==> config.mk <==
export PLATFORM = sky130hd
export DESIGN_NAME = tfic_top
export DESIGN_NICKNAME = d
export VERILOG_FILES = /design/src/design/tfic_pkg.sv /design/src/design/tfic_ev_if.sv /design/src/design/tfic_top.sv /design/src/design/tfic_counter.sv /design/src/design/tfic_flags.sv
export VERILOG_INCLUDE_DIRS = /design/src /design/src/design
export SDC_FILE = /design/constraint.sdc
export NUM_CORES = 1
export LEC_CHECK = 0
export BUFFER_PORTS_ARGS = -buffer_cell sky130_fd_sc_hd__buf_4
export CORE_ASPECT_RATIO = 1.5
export CORE_MARGIN = 2
export CORE_UTILIZATION = 35
export DETAILED_ROUTE_END_ITERATION = 12
export PLACE_DENSITY_LB_ADDON = 0.25
export SLEW_MARGIN = 20
export SYNTH_ARGS = -nofsm -noshare
export SYNTH_HDL_FRONTEND = slang
export SYNTH_SLANG_ARGS = --single-unit
export TNS_END_PERCENT = 5
==> constraint.sdc <==
create_clock -name pclk -period 2.1 [get_ports pclk]
set_input_delay 0.21 -clock pclk [delete_from_list [all_inputs] [get_ports pclk]]
set_output_delay 0.21 -clock pclk [all_outputs]
set_load 0.02 [all_outputs]
==> src/design/tfic_defs.svh <==
// Register offsets, field positions, reset values and timing counts of the timer
`ifndef TFIC_DEFS_SVH
`define TFIC_DEFS_SVH

`define TFIC_OFS_CONTROL       12'h000
`define TFIC_OFS_STATUS        12'h004
`define TFIC_OFS_CNT_HIGH      12'h008
`define TFIC_OFS_CNT_LOW       12'h00c
`define TFIC_OFS_ALT_HIGH      12'h010
`define TFIC_OFS_ALT_LOW       12'h014
`define TFIC_OFS_CAP_HIGH      12'h018
`define TFIC_OFS_CAP_LOW       12'h01c
`define TFIC_OFS_CMP_HIGH      12'h020
`define TFIC_OFS_CMP_LOW       12'h024

`define TFIC_BIT_CAP_IE        7
`define TFIC_BIT_CMP_IE        6
`define TFIC_BIT_ROLL_IE       5
`define TFIC_BIT_EDGE_SEL      1
`define TFIC_BIT_LEVEL_SEL     0
`define TFIC_BIT_CAP_FLAG      7
`define TFIC_BIT_CMP_FLAG      6
`define TFIC_BIT_ROLL_FLAG     5

`define TFIC_CONTROL_RESET     8'h00
`define TFIC_COUNTER_RESET     16'hfffc
`define TFIC_CAP_RESET         16'h0000
`define TFIC_CMP_RESET         16'hffff
`define TFIC_ROLL_FROM         16'hffff
`define TFIC_PRESCALE          4

`endif

==> src/design/tfic_pkg.sv <==
// Types shared by the timer control modules
package tfic_pkg;
    typedef enum logic [2:0] {
        TFIC_RUN       = 3'b001,
        TFIC_STOPPED   = 3'b010,
        TFIC_WAKE      = 3'b100
    } tfic_pwr_t;
    typedef logic [15:0] tfic_count_t;
endpackage

==> src/design/tfic_ev_if.sv <==
// Event and count bundle between the timer core and its flag block
`timescale 1ns/1ps
`default_nettype none
interface tfic_ev_if;
    import tfic_pkg::*;
    logic        cap_ev;
    logic        cmp_ev;
    logic        roll_ev;
    logic        drop_cap;
    tfic_count_t count;
    modport core (output cap_ev, output cmp_ev, output roll_ev, output drop_cap, output count);
    modport flags (input cap_ev, input cmp_ev, input roll_ev, input drop_cap, input count);
endinterface
`default_nettype wire

==> src/design/tfic_top.sv <==
// Timer control, status, flag clearing and APB register access
// Notes on behaviour
// Compare pin is low after reset until a match clocks a set level out.
// Control bit 7 enables capture request, asserting with capture flag.
// Control bit 6 enables compare request, asserting with compare flag.
// Control bit 5 enables rollover request, asserting with rollover flag.
// Control bit 1 picks capture edge: 0 falling, 1 rising.
// Control bit 0 is the level driven out at the next compare match.
// Flags clear only after status read then access of the flag's register; the capture flag also clears on a reset-pin stop exit.
// Alternate counter reads same value and never clears the rollover flag.
// Capture flag sets on selected edge, clears by status then capture-low read.
// Compare flag sets on equality, clears by status then compare-low write.
// Rollover flag sets at FFFF to 0000, clears by status then counter-low read.
// Wait and halt leave the timer running; enabled requests wake the core.
// Stop freezes the counter; interrupt-pin exit resumes from frozen value.
// Stop exit by reset pin forces the counter to FFFC.
// Edge in stop only arms capture; flag and data appear on wake.
// Reset-pin stop exit discards any armed capture.
// Counter advances once every four clocks through a fixed prescaler.
// Capture-high read blocks captures until capture-low is read.
// Compare-high write suspends matching until compare-low is written.
// Counter-high read latches low byte until the low byte read.
// One interrupt request while any flag and its enable are both set.
//
// The APB slave port and the register offsets were chosen for this implementation.
`timescale 1ns/1ps
`default_nettype none
`include "tfic_defs.svh"
module tfic_top
    import tfic_pkg::*;
(
    input  wire logic        pclk,
    input  wire logic        presetn,
    input  wire logic        psel,
    input  wire logic        penable,
    input  wire logic        pwrite,
    input  wire logic [11:0] paddr,
    input  wire logic [31:0] pwdata,
    output logic      [31:0] prdata,
    output logic             pready,
    output logic             pslverr,
    input  wire logic        capture_in_pin,
    output logic             compare_out_pin,
    input  wire logic        stop_mode,
    input  wire logic        stop_exit_reset,
    output logic             timer_irq
);
    tfic_ev_if   ev ();
    logic        tick;
    logic        roll;
    tfic_count_t count;
    logic [7:0]  control_q;
    logic        cap_f_q, cmp_f_q, roll_f_q;
    logic        arm_cap_q, arm_cmp_q, arm_roll_q;
    tfic_count_t cap_q, cmp_q;
    logic        cap_block_q, cmp_block_q, cnt_hold_q, alt_hold_q;
    logic [7:0]  cnt_buf_q, alt_buf_q;
    logic        pin_q;
    logic        pend_q;
    tfic_count_t pend_val_q;
    logic        out_q, irq_q;
    logic [2:0]  clr_arm_q;
    logic [7:0]  ctl_nx;
    logic [31:0] prdata_q;
    logic        pready_q, pslverr_q;
    logic        setup, wr, rd, edge_hit, cap_ev, cmp_ev;

    function automatic logic hit(input logic [11:0] a, input logic [11:0] ofs);
        return a == ofs;
    endfunction

    tfic_counter #(
        .PRESCALE        (`TFIC_PRESCALE)
    ) u_counter (
        .pclk            (pclk),
        .presetn         (presetn),
        .stop_mode       (stop_mode),
        .stop_exit_reset (stop_exit_reset),
        .tick            (tick),
        .count           (count),
        .roll            (roll)
    );

    // ----------------------------------------------------------------
    // APB strobes: one access per setup cycle, answered next cycle
    // ----------------------------------------------------------------
    assign setup = psel && !penable;
    assign wr    = setup && pwrite;
    assign rd    = setup && !pwrite;

    // ----------------------------------------------------------------
    // Capture edge detection and stop-mode arming
    // ----------------------------------------------------------------
    always_ff @(posedge pclk or negedge presetn) begin
        if (!presetn) begin
            pin_q <= 1'b0;
        end else begin
            pin_q <= capture_in_pin;
        end
    end

    assign edge_hit = control_q[`TFIC_BIT_EDGE_SEL] ? (capture_in_pin && !pin_q)
                                                     : (!capture_in_pin && pin_q);

    always_ff @(posedge pclk or negedge presetn) begin
        if (!presetn) begin
            pend_q     <= 1'b0;
            pend_val_q <= 16'h0000;
        end else if (stop_exit_reset) begin
            pend_q     <= 1'b0;
        end else if (stop_mode && edge_hit && !pend_q) begin
            pend_q     <= 1'b1;
            pend_val_q <= count + 16'h0001;
        end else if (!stop_mode) begin
            pend_q     <= 1'b0;
        end
    end

    assign cap_ev = !stop_mode && !stop_exit_reset && !cap_block_q && (edge_hit || pend_q);
    assign cmp_ev = tick && !cmp_block_q && cmp_q == count;

    assign ev.cap_ev   = cap_ev;
    assign ev.cmp_ev   = cmp_ev;
    assign ev.roll_ev  = roll;
    assign ev.drop_cap = stop_exit_reset;
    assign ev.count    = count;

    // ----------------------------------------------------------------
    // Control register
    // ----------------------------------------------------------------
    always_ff @(posedge pclk or negedge presetn) begin
        if (!presetn) begin
            control_q <= `TFIC_CONTROL_RESET;
        end else if (wr && hit(paddr, `TFIC_OFS_CONTROL)) begin
            control_q <= pwdata[7:0] & 8'he3;
        end
    end

    // ----------------------------------------------------------------
    // Capture and compare data
    // ----------------------------------------------------------------
    always_ff @(posedge pclk or negedge presetn) begin
        if (!presetn) begin
            cap_q <= `TFIC_CAP_RESET;
        end else if (cap_ev) begin
            cap_q <= (pend_q && !edge_hit) ? pend_val_q : count + 16'h0001;
        end
    end

    always_ff @(posedge pclk or negedge presetn) begin
        if (!presetn) begin
            cmp_q <= `TFIC_CMP_RESET;
        end else if (wr && hit(paddr, `TFIC_OFS_CMP_HIGH)) begin
            cmp_q[15:8] <= pwdata[7:0];
        end else if (wr && hit(paddr, `TFIC_OFS_CMP_LOW)) begin
            cmp_q[7:0]  <= pwdata[7:0];
        end
    end

    always_ff @(posedge pclk or negedge presetn) begin
        if (!presetn) begin
            cmp_block_q <= 1'b0;
        end else if (wr && hit(paddr, `TFIC_OFS_CMP_HIGH)) begin
            cmp_block_q <= 1'b1;
        end else if (wr && hit(paddr, `TFIC_OFS_CMP_LOW)) begin
            cmp_block_q <= 1'b0;
        end
    end

    always_ff @(posedge pclk or negedge presetn) begin
        if (!presetn) begin
            cap_block_q <= 1'b0;
        end else if (rd && hit(paddr, `TFIC_OFS_CAP_HIGH)) begin
            cap_block_q <= 1'b1;
        end else if (rd && hit(paddr, `TFIC_OFS_CAP_LOW)) begin
            cap_block_q <= 1'b0;
        end
    end

    // ----------------------------------------------------------------
    // Counter low-byte buffers, one per view
    // ----------------------------------------------------------------
    always_ff @(posedge pclk or negedge presetn) begin
        if (!presetn) begin
            cnt_hold_q <= 1'b0;
            cnt_buf_q  <= 8'h00;
        end else if (rd && hit(paddr, `TFIC_OFS_CNT_HIGH) && !cnt_hold_q) begin
            cnt_hold_q <= 1'b1;
            cnt_buf_q  <= count[7:0];
        end else if (rd && hit(paddr, `TFIC_OFS_CNT_LOW)) begin
            cnt_hold_q <= 1'b0;
        end
    end

    always_ff @(posedge pclk or negedge presetn) begin
        if (!presetn) begin
            alt_hold_q <= 1'b0;
            alt_buf_q  <= 8'h00;
        end else if (rd && hit(paddr, `TFIC_OFS_ALT_HIGH) && !alt_hold_q) begin
            alt_hold_q <= 1'b1;
            alt_buf_q  <= count[7:0];
        end else if (rd && hit(paddr, `TFIC_OFS_ALT_LOW)) begin
            alt_hold_q <= 1'b0;
        end
    end

    // ----------------------------------------------------------------
    // Status flags and two-step clear
    // ----------------------------------------------------------------
    tfic_flags u_flags (
        .pclk        (pclk),
        .presetn     (presetn),
        .ev          (ev.flags),
        .status_rd   (rd && hit(paddr, `TFIC_OFS_STATUS)),
        .cap_lo_rd   (rd && hit(paddr, `TFIC_OFS_CAP_LOW)),
        .cmp_lo_wr   (wr && hit(paddr, `TFIC_OFS_CMP_LOW)),
        .cnt_lo_rd   (rd && hit(paddr, `TFIC_OFS_CNT_LOW)),
        .cap_flag    (cap_f_q),
        .cmp_flag    (cmp_f_q),
        .roll_flag   (roll_f_q)
    );

    // ----------------------------------------------------------------
    // Compare output latch and interrupt request
    // ----------------------------------------------------------------
    always_ff @(posedge pclk or negedge presetn) begin
        if (!presetn) begin
            out_q <= 1'b0;
        end else if (cmp_ev) begin
            out_q <= control_q[`TFIC_BIT_LEVEL_SEL];
        end
    end

    // Mirror of the flag block's clear arming
    always_ff @(posedge pclk or negedge presetn) begin
        if (!presetn) begin
            clr_arm_q <= 3'b000;
        end else if (rd && hit(paddr, `TFIC_OFS_STATUS)) begin
            clr_arm_q <= {cap_f_q, cmp_f_q, roll_f_q};
        end
    end

    assign ctl_nx     = (wr && hit(paddr, `TFIC_OFS_CONTROL)) ? (pwdata[7:0] & 8'he3) : control_q;

    // Next flag values gated by their enables; an event beats an armed clear
    assign arm_cap_q  = ctl_nx[`TFIC_BIT_CAP_IE] && !stop_exit_reset
                        && (cap_ev
                        || (cap_f_q && !(rd && hit(paddr, `TFIC_OFS_CAP_LOW) && clr_arm_q[2])));
    assign arm_cmp_q  = ctl_nx[`TFIC_BIT_CMP_IE]
                        && (cmp_ev
                        || (cmp_f_q && !(wr && hit(paddr, `TFIC_OFS_CMP_LOW) && clr_arm_q[1])));
    assign arm_roll_q = ctl_nx[`TFIC_BIT_ROLL_IE]
                        && (roll
                        || (roll_f_q && !(rd && hit(paddr, `TFIC_OFS_CNT_LOW) && clr_arm_q[0])));

    // Registered so the request rises with its flag
    always_ff @(posedge pclk or negedge presetn) begin
        if (!presetn) begin
            irq_q <= 1'b0;
        end else begin
            irq_q <= arm_cap_q || arm_cmp_q || arm_roll_q;
        end
    end

    // ----------------------------------------------------------------
    // APB read data and answer
    // ----------------------------------------------------------------
    always_ff @(posedge pclk or negedge presetn) begin
        if (!presetn) begin
            prdata_q  <= 32'h0000_0000;
            pready_q  <= 1'b0;
            pslverr_q <= 1'b0;
        end else begin
            pready_q  <= setup;
            pslverr_q <= 1'b0;
            prdata_q  <= 32'h0000_0000;
            if (rd) begin
                unique case (paddr)
                    `TFIC_OFS_CONTROL:  prdata_q[7:0] <= control_q;
                    `TFIC_OFS_STATUS:   prdata_q[7:0] <= {cap_f_q, cmp_f_q, roll_f_q, 5'h00};
                    `TFIC_OFS_CNT_HIGH: prdata_q[7:0] <= count[15:8];
                    `TFIC_OFS_CNT_LOW:  prdata_q[7:0] <= cnt_hold_q ? cnt_buf_q : count[7:0];
                    `TFIC_OFS_ALT_HIGH: prdata_q[7:0] <= count[15:8];
                    `TFIC_OFS_ALT_LOW:  prdata_q[7:0] <= alt_hold_q ? alt_buf_q : count[7:0];
                    `TFIC_OFS_CAP_HIGH: prdata_q[7:0] <= cap_q[15:8];
                    `TFIC_OFS_CAP_LOW:  prdata_q[7:0] <= cap_q[7:0];
                    `TFIC_OFS_CMP_HIGH: prdata_q[7:0] <= cmp_q[15:8];
                    `TFIC_OFS_CMP_LOW:  prdata_q[7:0] <= cmp_q[7:0];
                    default:            pslverr_q     <= 1'b1;
                endcase
            end else if (wr) begin
                pslverr_q <= !(hit(paddr, `TFIC_OFS_CONTROL) || hit(paddr, `TFIC_OFS_CMP_HIGH)
                               || hit(paddr, `TFIC_OFS_CMP_LOW));
            end
        end
    end

    assign prdata          = prdata_q;
    assign pready          = pready_q;
    assign pslverr         = pslverr_q;
    assign compare_out_pin = out_q;
    assign timer_irq       = irq_q;
endmodule // tfic_top
`default_nettype wire

==> src/design/tfic_counter.sv <==
// Prescaled free-running counter with stop-mode freeze and exit handling
`timescale 1ns/1ps
`default_nettype none
`include "tfic_defs.svh"
module tfic_counter
    import tfic_pkg::*;
#(
    parameter int PRESCALE = `TFIC_PRESCALE
) (
    input  wire logic        pclk,
    input  wire logic        presetn,
    input  wire logic        stop_mode,
    input  wire logic        stop_exit_reset,
    output logic             tick,
    output tfic_count_t      count,
    output logic             roll
);
    logic [7:0]  pre_q;
    tfic_count_t count_q;

    // ----------------------------------------------------------------
    // Prescaler and counter
    // ----------------------------------------------------------------
    always_ff @(posedge pclk or negedge presetn) begin
        if (!presetn) begin
            pre_q <= 8'h00;
        end else if (stop_exit_reset) begin
            pre_q <= 8'h00;
        end else if (!stop_mode) begin
            pre_q <= (pre_q == 8'(PRESCALE - 1)) ? 8'h00 : pre_q + 8'h01;
        end
    end

    always_ff @(posedge pclk or negedge presetn) begin
        if (!presetn) begin
            count_q <= `TFIC_COUNTER_RESET;
        end else if (stop_exit_reset) begin
            count_q <= `TFIC_COUNTER_RESET;
        end else if (!stop_mode && pre_q == 8'(PRESCALE - 1)) begin
            count_q <= count_q + 16'h0001;
        end
    end

    assign tick  = !stop_mode && !stop_exit_reset && pre_q == 8'(PRESCALE - 1);
    assign count = count_q;
    assign roll  = tick && count_q == `TFIC_ROLL_FROM;
endmodule // tfic_counter
`default_nettype wire

==> src/design/tfic_flags.sv <==
// Event flags with status-read arming and register-access clearing
`timescale 1ns/1ps
`default_nettype none
module tfic_flags
    import tfic_pkg::*;
(
    input  wire logic  pclk,
    input  wire logic  presetn,
    tfic_ev_if.flags   ev,
    input  wire logic  status_rd,
    input  wire logic  cap_lo_rd,
    input  wire logic  cmp_lo_wr,
    input  wire logic  cnt_lo_rd,
    output logic       cap_flag,
    output logic       cmp_flag,
    output logic       roll_flag
);
    logic cap_q, cmp_q, roll_q;
    logic cap_arm_q, cmp_arm_q, roll_arm_q;

    // ----------------------------------------------------------------
    // Arming: a status read seen with the flag set arms its clear
    // ----------------------------------------------------------------
    always_ff @(posedge pclk or negedge presetn) begin
        if (!presetn) begin
            cap_arm_q  <= 1'b0;
            cmp_arm_q  <= 1'b0;
            roll_arm_q <= 1'b0;
        end else if (status_rd) begin
            cap_arm_q  <= cap_q;
            cmp_arm_q  <= cmp_q;
            roll_arm_q <= roll_q;
        end
    end

    // ----------------------------------------------------------------
    // Flags: a new event wins over a clear in the same cycle
    // ----------------------------------------------------------------
    always_ff @(posedge pclk or negedge presetn) begin
        if (!presetn) begin
            cap_q <= 1'b0;
        end else if (ev.drop_cap) begin
            cap_q <= 1'b0;
        end else if (ev.cap_ev) begin
            cap_q <= 1'b1;
        end else if (cap_lo_rd && cap_arm_q) begin
            cap_q <= 1'b0;
        end
    end

    always_ff @(posedge pclk or negedge presetn) begin
        if (!presetn) begin
            cmp_q <= 1'b0;
        end else if (ev.cmp_ev) begin
            cmp_q <= 1'b1;
        end else if (cmp_lo_wr && cmp_arm_q) begin
            cmp_q <= 1'b0;
        end
    end

    always_ff @(posedge pclk or negedge presetn) begin
        if (!presetn) begin
            roll_q <= 1'b0;
        end else if (ev.roll_ev) begin
            roll_q <= 1'b1;
        end else if (cnt_lo_rd && roll_arm_q) begin
            roll_q <= 1'b0;
        end
    end

    assign cap_flag  = cap_q;
    assign cmp_flag  = cmp_q;
    assign roll_flag = roll_q;
endmodule // tfic_flags
`default_nettype wire

# == Word level (Yosys, flattened, before mapping) ==
# Index checks and enable logic that the tools add are counted.
# totals
register_bits,120
inputBits,52
elab_cells,157
output_inout_bits,36
# op_classes
n_reduce_logical,78
addsub,2
bitwise,2
eq_ne,14
n_mux,33
# ops
cell,n
case mux 8 bit (9 select lines),1
2-to-1 mux 8 bit,7
"== test 12 x 5 -> 1 bit, second input constant",4
2-to-1 mux 16 bit,3
logical AND 1 bit,41
"== test 12 x 4 -> 1 bit, second input constant",2
"== test 12 x 6 -> 1 bit, second input constant",2
2-to-1 mux 1 bit,22
"adder 16 x 1 -> 16 bit, second input constant",1
== test 16 bit,1
"== test 16 bit, second input constant",1
logical NOT 1 bit,16
nonzero test 2 bit,7
"== test 12 x 3 -> 1 bit, second input constant",1
logical NOT 12 bit,1
OR reduction 10 bit,1
"adder 8 x 1 -> 8 bit, second input constant",1
"== test 8 x 2 -> 1 bit, second input constant",1
logical OR 1 bit,8
AND reduction 2 bit,2
"!= test 3 x 1 -> 1 bit, second input constant",1
nonzero test 3 bit,1
"!= test 2 x 1 -> 1 bit, second input constant",1
NOT 1 bit,2
OR reduction 2 bit,1

# == Logic depth before layout (Yosys ltp) ==
# logic_depth
ltp_word,11
mapped_depth,7
ltp_nobuf,6

# == Hierarchy ==
# Synthesis repeated with hierarchy kept, for this count alone.
# hier_totals
cells_unflattened,650
area_unflattened_um2,6697.7
# by_module_without_submodules
mod,cells_per_inst,seq_area_each_um2,n_inst,area_each_um2
tfic_top,495,2272.2,1,5127.4
tfic_counter,139,618.1,1,1347.5
tfic_flags,16,150.1,1,222.7

# == Worst setup path after synthesis ==
# Ideal clock, no wire load.
# synth_timing
path_type,reg2reg
from,register u_counter.pre_q[0]
to,register out_q (netlist: compare_out_pin)
arrival_ps,1917
stages_incl_launch_ff,7
slack_ps,58
synth_period_minus_slack_ps,2042
t_required_ps,1975
n_path_buf,0
path_cell_list,dfrtp_1 ha_1 or4b_4 nor4_4 nand4_1 nor2_1 mux2_2
# synth_between
elab_chain_cells,4
# synth_rtl
item,line,source
start: declaration,tfic_counter.sv:18,logic [7:0] pre_q;
start signal: assignment,tfic_counter.sv:30,pre_q <= (pre_q == 8'(PRESCALE - 1)) ? 8'h00 : pre_q + 8'h01;
== test 8 x 2 -> 1 bit,tfic_counter.sv:44,assign tick = !stop_mode && !stop_exit_reset && pre_q == 8'(PRESCALE - 1);
logical AND 1 bit,tfic_counter.sv:44,
logical AND 1 bit (2 in a row),tfic_top.sv:120,assign cmp_ev = tick && !cmp_block_q && cmp_q == count;
end signal: assignment,tfic_top.sv:230,out_q <= control_q[`TFIC_BIT_LEVEL_SEL];
end: declaration,tfic_top.sv:61,"logic out_q, irq_q;"
# No other way between the ends.
# A chain may end at the register's enable or synchronous reset.

# == Worst setup path after layout ==
# Same ends and word-level chain as after synthesis.

==> impl_metrics.csv <==
group,metric,value,unit
status,status,"finished with violations",
status,violations,"setup timing",
clocking,cts-buffers-inserted,17,
synthesis,syn-cell-area,6391,um2
sta,fin_crit,2.127,ns
critical_path,startpoint_type,"flop",
sta,max_freq,470.2,MHz
critical_path,cp.arrival,2.43,ns
critical_path,worstSetupPathType,"flop to flop",
sta,relSlewSlack,60.82,%
clocking,numClockSinks,117,
synthesis,yosysWarningCount,0,
clocking,tritoncts,"built",
power_and_ir_drop,power_frac_comb,7.9,%
clocking,clock_path_buffers,2,
drt,drt-total-wl,18560,um
power_and_ir_drop,pwr-share-clk,48.2,%
cells_and_area,nFillCells,1686,
placement,gp_congestion,0.9394,
cells_and_area,ff_latch_area,2965,um2
floorplanning,fp.dieArea,19380,um2
cells_and_area,multi_input_area,3162,um2
synthesis,synth-edff-count,0,
critical_path,crit_path_max_fanout,2,
sta,finClkSkew,0.01436,ns
sta,slew_violations,0,
floorplanning,die_x,114.3,um
power_and_ir_drop,power_switching_share,25.65,%
placement,port_buffers,39,
synthesis,syn_avg_cell_area,10.51,um2
global_route,grt_pass1_vias,5298,
synthesis,synthCells,608,
power_and_ir_drop,p_switching,1.441,mW
sta,rsz0062_at_grt,"yes",
cells_and_area,final_cell_area,7833,um2
synthesis,yosys-top-cells-count,"87 x dfrtp_1, 46 x nand2_1, 46 x nor2_1, 38 x mux2_2, 32 x o21ai_0",
drt,drc,0,
drt,routedWlPerCell,20.04,um
cells_and_area,syn_to_final_growth,22.55,%
cells_and_area,drive_gt1_share,33.15,%
power_and_ir_drop,ir_drop,0.0004656,V
synthesis,synth.most_common_cell,"dfrtp_1",
synthesis,yosysSeqAreaShare,46.40,%
synthesis,synth.top_cell.area_share,34.06,%
min_path,hold_path.class,"input pin to flop",
critical_path,cp-end-kind,"flop",
sta,fin_crit_sh,101.3,%
power_and_ir_drop,seq_power_share,43.9,%
floorplanning,initial_core_util,35.62,%
drt,ant_nets,0,
synthesis,yosys_most_used_dff,"dfrtp_1",
clocking,root_buffer,"clkbuf_16",
synthesis,ys_ff_latch,117,
floorplanning,boundaryPins,88,
clocking,clk_pin_slew_worst_paths,0.06,ns
placement,place_area,7224,um2
cells_and_area,nets,750,
floorplanning,die_h,169.5,um
drt,vias,5092,
drt,vias_per_cell,5.499,
cells_and_area,n_antenna_cell,0,
global_route,antenna_found_initial,0,
sta,whs,0.03239,ns
clocking,clk_latency,0.42,ns
sta,setup_ws,-0.02654,ns
synthesis,yosysUniqueCellTypes,62,
drt,dr.pass1.iters,5,
sta,worst-slew-pin-transition,0.5864,ns
floorplanning,core-area,17940,um2
power_and_ir_drop,cellPowerDensity,717.2,nW/um2
power_and_ir_drop,internal_power,4.177,mW
critical_path,crit_required,2.40,ns
placement,hpwl,13810,um
floorplanning,num_rows,60,
power_and_ir_drop,leakage,3.507,nW
global_route,grt_pass1_wl,29080,um
global_route,grt_usage,19.99,%
synthesis,synth_top_area_cell,"dfrtp_1",
clocking,cts_max_level,4,
run,cap_violations,0,
global_route,grt_max_degree,52,
synthesis,synthTopCellsByArea,"dfrtp_1 34%, dfstp_2 12%, mux2_2 6.7%, mux2i_1 3.8%, xor2_1 3.2%",
sta,hold_viol,0,
drt,drt-initial-drc-count,397,
power_and_ir_drop,power,5.617,mW
global_route,overflow,0,
synthesis,synthArstFlopShare,100.0,%
sta,setup_viol,1,
[critical path, cell delays in order (launching register included)]
cell and delay, ns:
dfrtp_1 0.36, ha_2 0.18, or4b_4 0.48, nor4_4 0.29, nand4_1 0.19, nor2_2 0.19
mux2_4 0.31
[metrics by stage]
| step | setup slack (ns) | TNS, ns | util, % | std cells |
|---|---|---|---|---|
| after CTS | -0.03345 | -0.06022 | 43.57 | 925 |
| after global routing | -0.08835 | -0.2812 | 43.65 | 926 |
| after floorplan | 0.05835 | 0 | - | 631 |
| after global placement | -0.02367 | -0.02367 | 40.27 | 889 |
| final | -0.02654 | -0.02654 | 43.65 | 926 |
| after detailed placement | -0.04818 | -0.04818 | 40.27 | 889 |
[timing repair]
action                                 CTS  global route
buffers inserted                         2             1
gates resized for setup                  5             2
setup endpoints to repair                2            11
endpoints found under the hold margin   24             0
hold buffers                             2             0
pin swaps                                6             3
[final timing paths]
path	start	endpoint	slack (ns)	depth (start not counted)
setup reg to reg	u_counter.pre_q[0]	compare_out_pin	-0.03	6
hold / removal	pwdata[3]	cmp_q[11]	0.03	2
hold reg to reg	cap_q[9]	cap_q[9]	0.48	1
min in group asynchronous	presetn	alt_buf_q[3]	0.28	2
max in group asynchronous	presetn	u_counter.count[15]	1.13	3
setup / recovery	u_counter.pre_q[0]	compare_out_pin	-0.03	6
[cell type report]
| type | instances | share of cell area [%] |
|---|---|---|
| Clock buffer | 20 | 5.575 |
| Multi-Input combinational cell | 446 | 40.37 |
| Clock inverter | 12 | 1.390 |
| Timing Repair Buffer | 107 | 11.01 |
| Tap cell | 217 | 3.466 |
| Inverter | 7 | 0.3355 |
| Sequential cell | 117 | 37.86 |
[flip-flops by register name (all words and copies together) (netlist names), 2 cells and up]
name             flops
control_q            5
cap_q               16
cmp_q               16
u_counter.pre_q      8
clr_arm_q            2
prdata               8
u_counter.count     16
cnt_buf_q            8
alt_buf_q            8
pend_val_q          16
[routing by layer]
layer  share of wire [%]  vias up  track usage [%]
li1                    -     2330                -
met1                  38     2541            21.33
met2                  53      166            36.41
met3                 3.8       55            4.536
met4                 5.1        0            10.18
met5                   0        -                0
[power by group through the flow]
| stage | logic (mW) | registers (mW) | clock network [mW] |
|---|---|---|---|
| after floorplan | 0.277 | 2.47 | 0 |
| after global placement | 0.432 | 2.50 | 0 |
| after detailed placement | 0.439 | 2.50 | 0 |
| after CTS | 0.445 | 2.47 | 2.73 |
| after global routing | 0.496 | 2.48 | 2.85 |
| final | 0.444 | 2.47 | 2.71 |
[cell usage in the layout (no fill, tap or decap), drive strengths merged, types with 4 or more instances in the layout]
cell | synthesis | routed
a211oi | 10 | 10
a21o | 8 | 8
a21oi | 28 | 28
a221oi | 5 | 5
a22oi | 4 | 4
a31oi | 8 | 8
and3 | 5 | 5
buf | 37 | 105
clkbuf | 24 | 20
clkinv | 0 | 6
clkinvlp | 0 | 5
conb | 1 | 24
dfrtp | 87 | 87
dfstp | 30 | 30
inv | 7 | 7
mux2 | 46 | 46
mux2i | 24 | 24
nand2 | 47 | 47
nand2b | 5 | 5
nand3 | 16 | 16
nand4 | 12 | 12
nor2 | 46 | 46
nor2b | 4 | 4
nor3 | 16 | 16
nor4 | 14 | 14
o21ai | 35 | 35
o31ai | 8 | 8
or3 | 4 | 4
xnor2 | 12 | 12
xor2 | 23 | 23
[logic make-up (layout without fill, tap and decap cells)]
logic type / count (synthesis) / count (layout) / synth area share, %
XOR/XNOR: 35 / 35 / 4.796
other: 1 / 24 / 0.05868
AO/OA/AOI/OAI: 124 / 124 / 12.63
buffers and inverters: 68 / 146 / 5.873
flip-flops: 117 / 117 / 46.40
multiplexers: 70 / 70 / 12.33
adder cells (fa/ha/maj): 2 / 2 / 0.3915
AND/OR/NAND/NOR: 191 / 191 / 17.52
No activity file was read; power rests on OpenSTA's default activity.
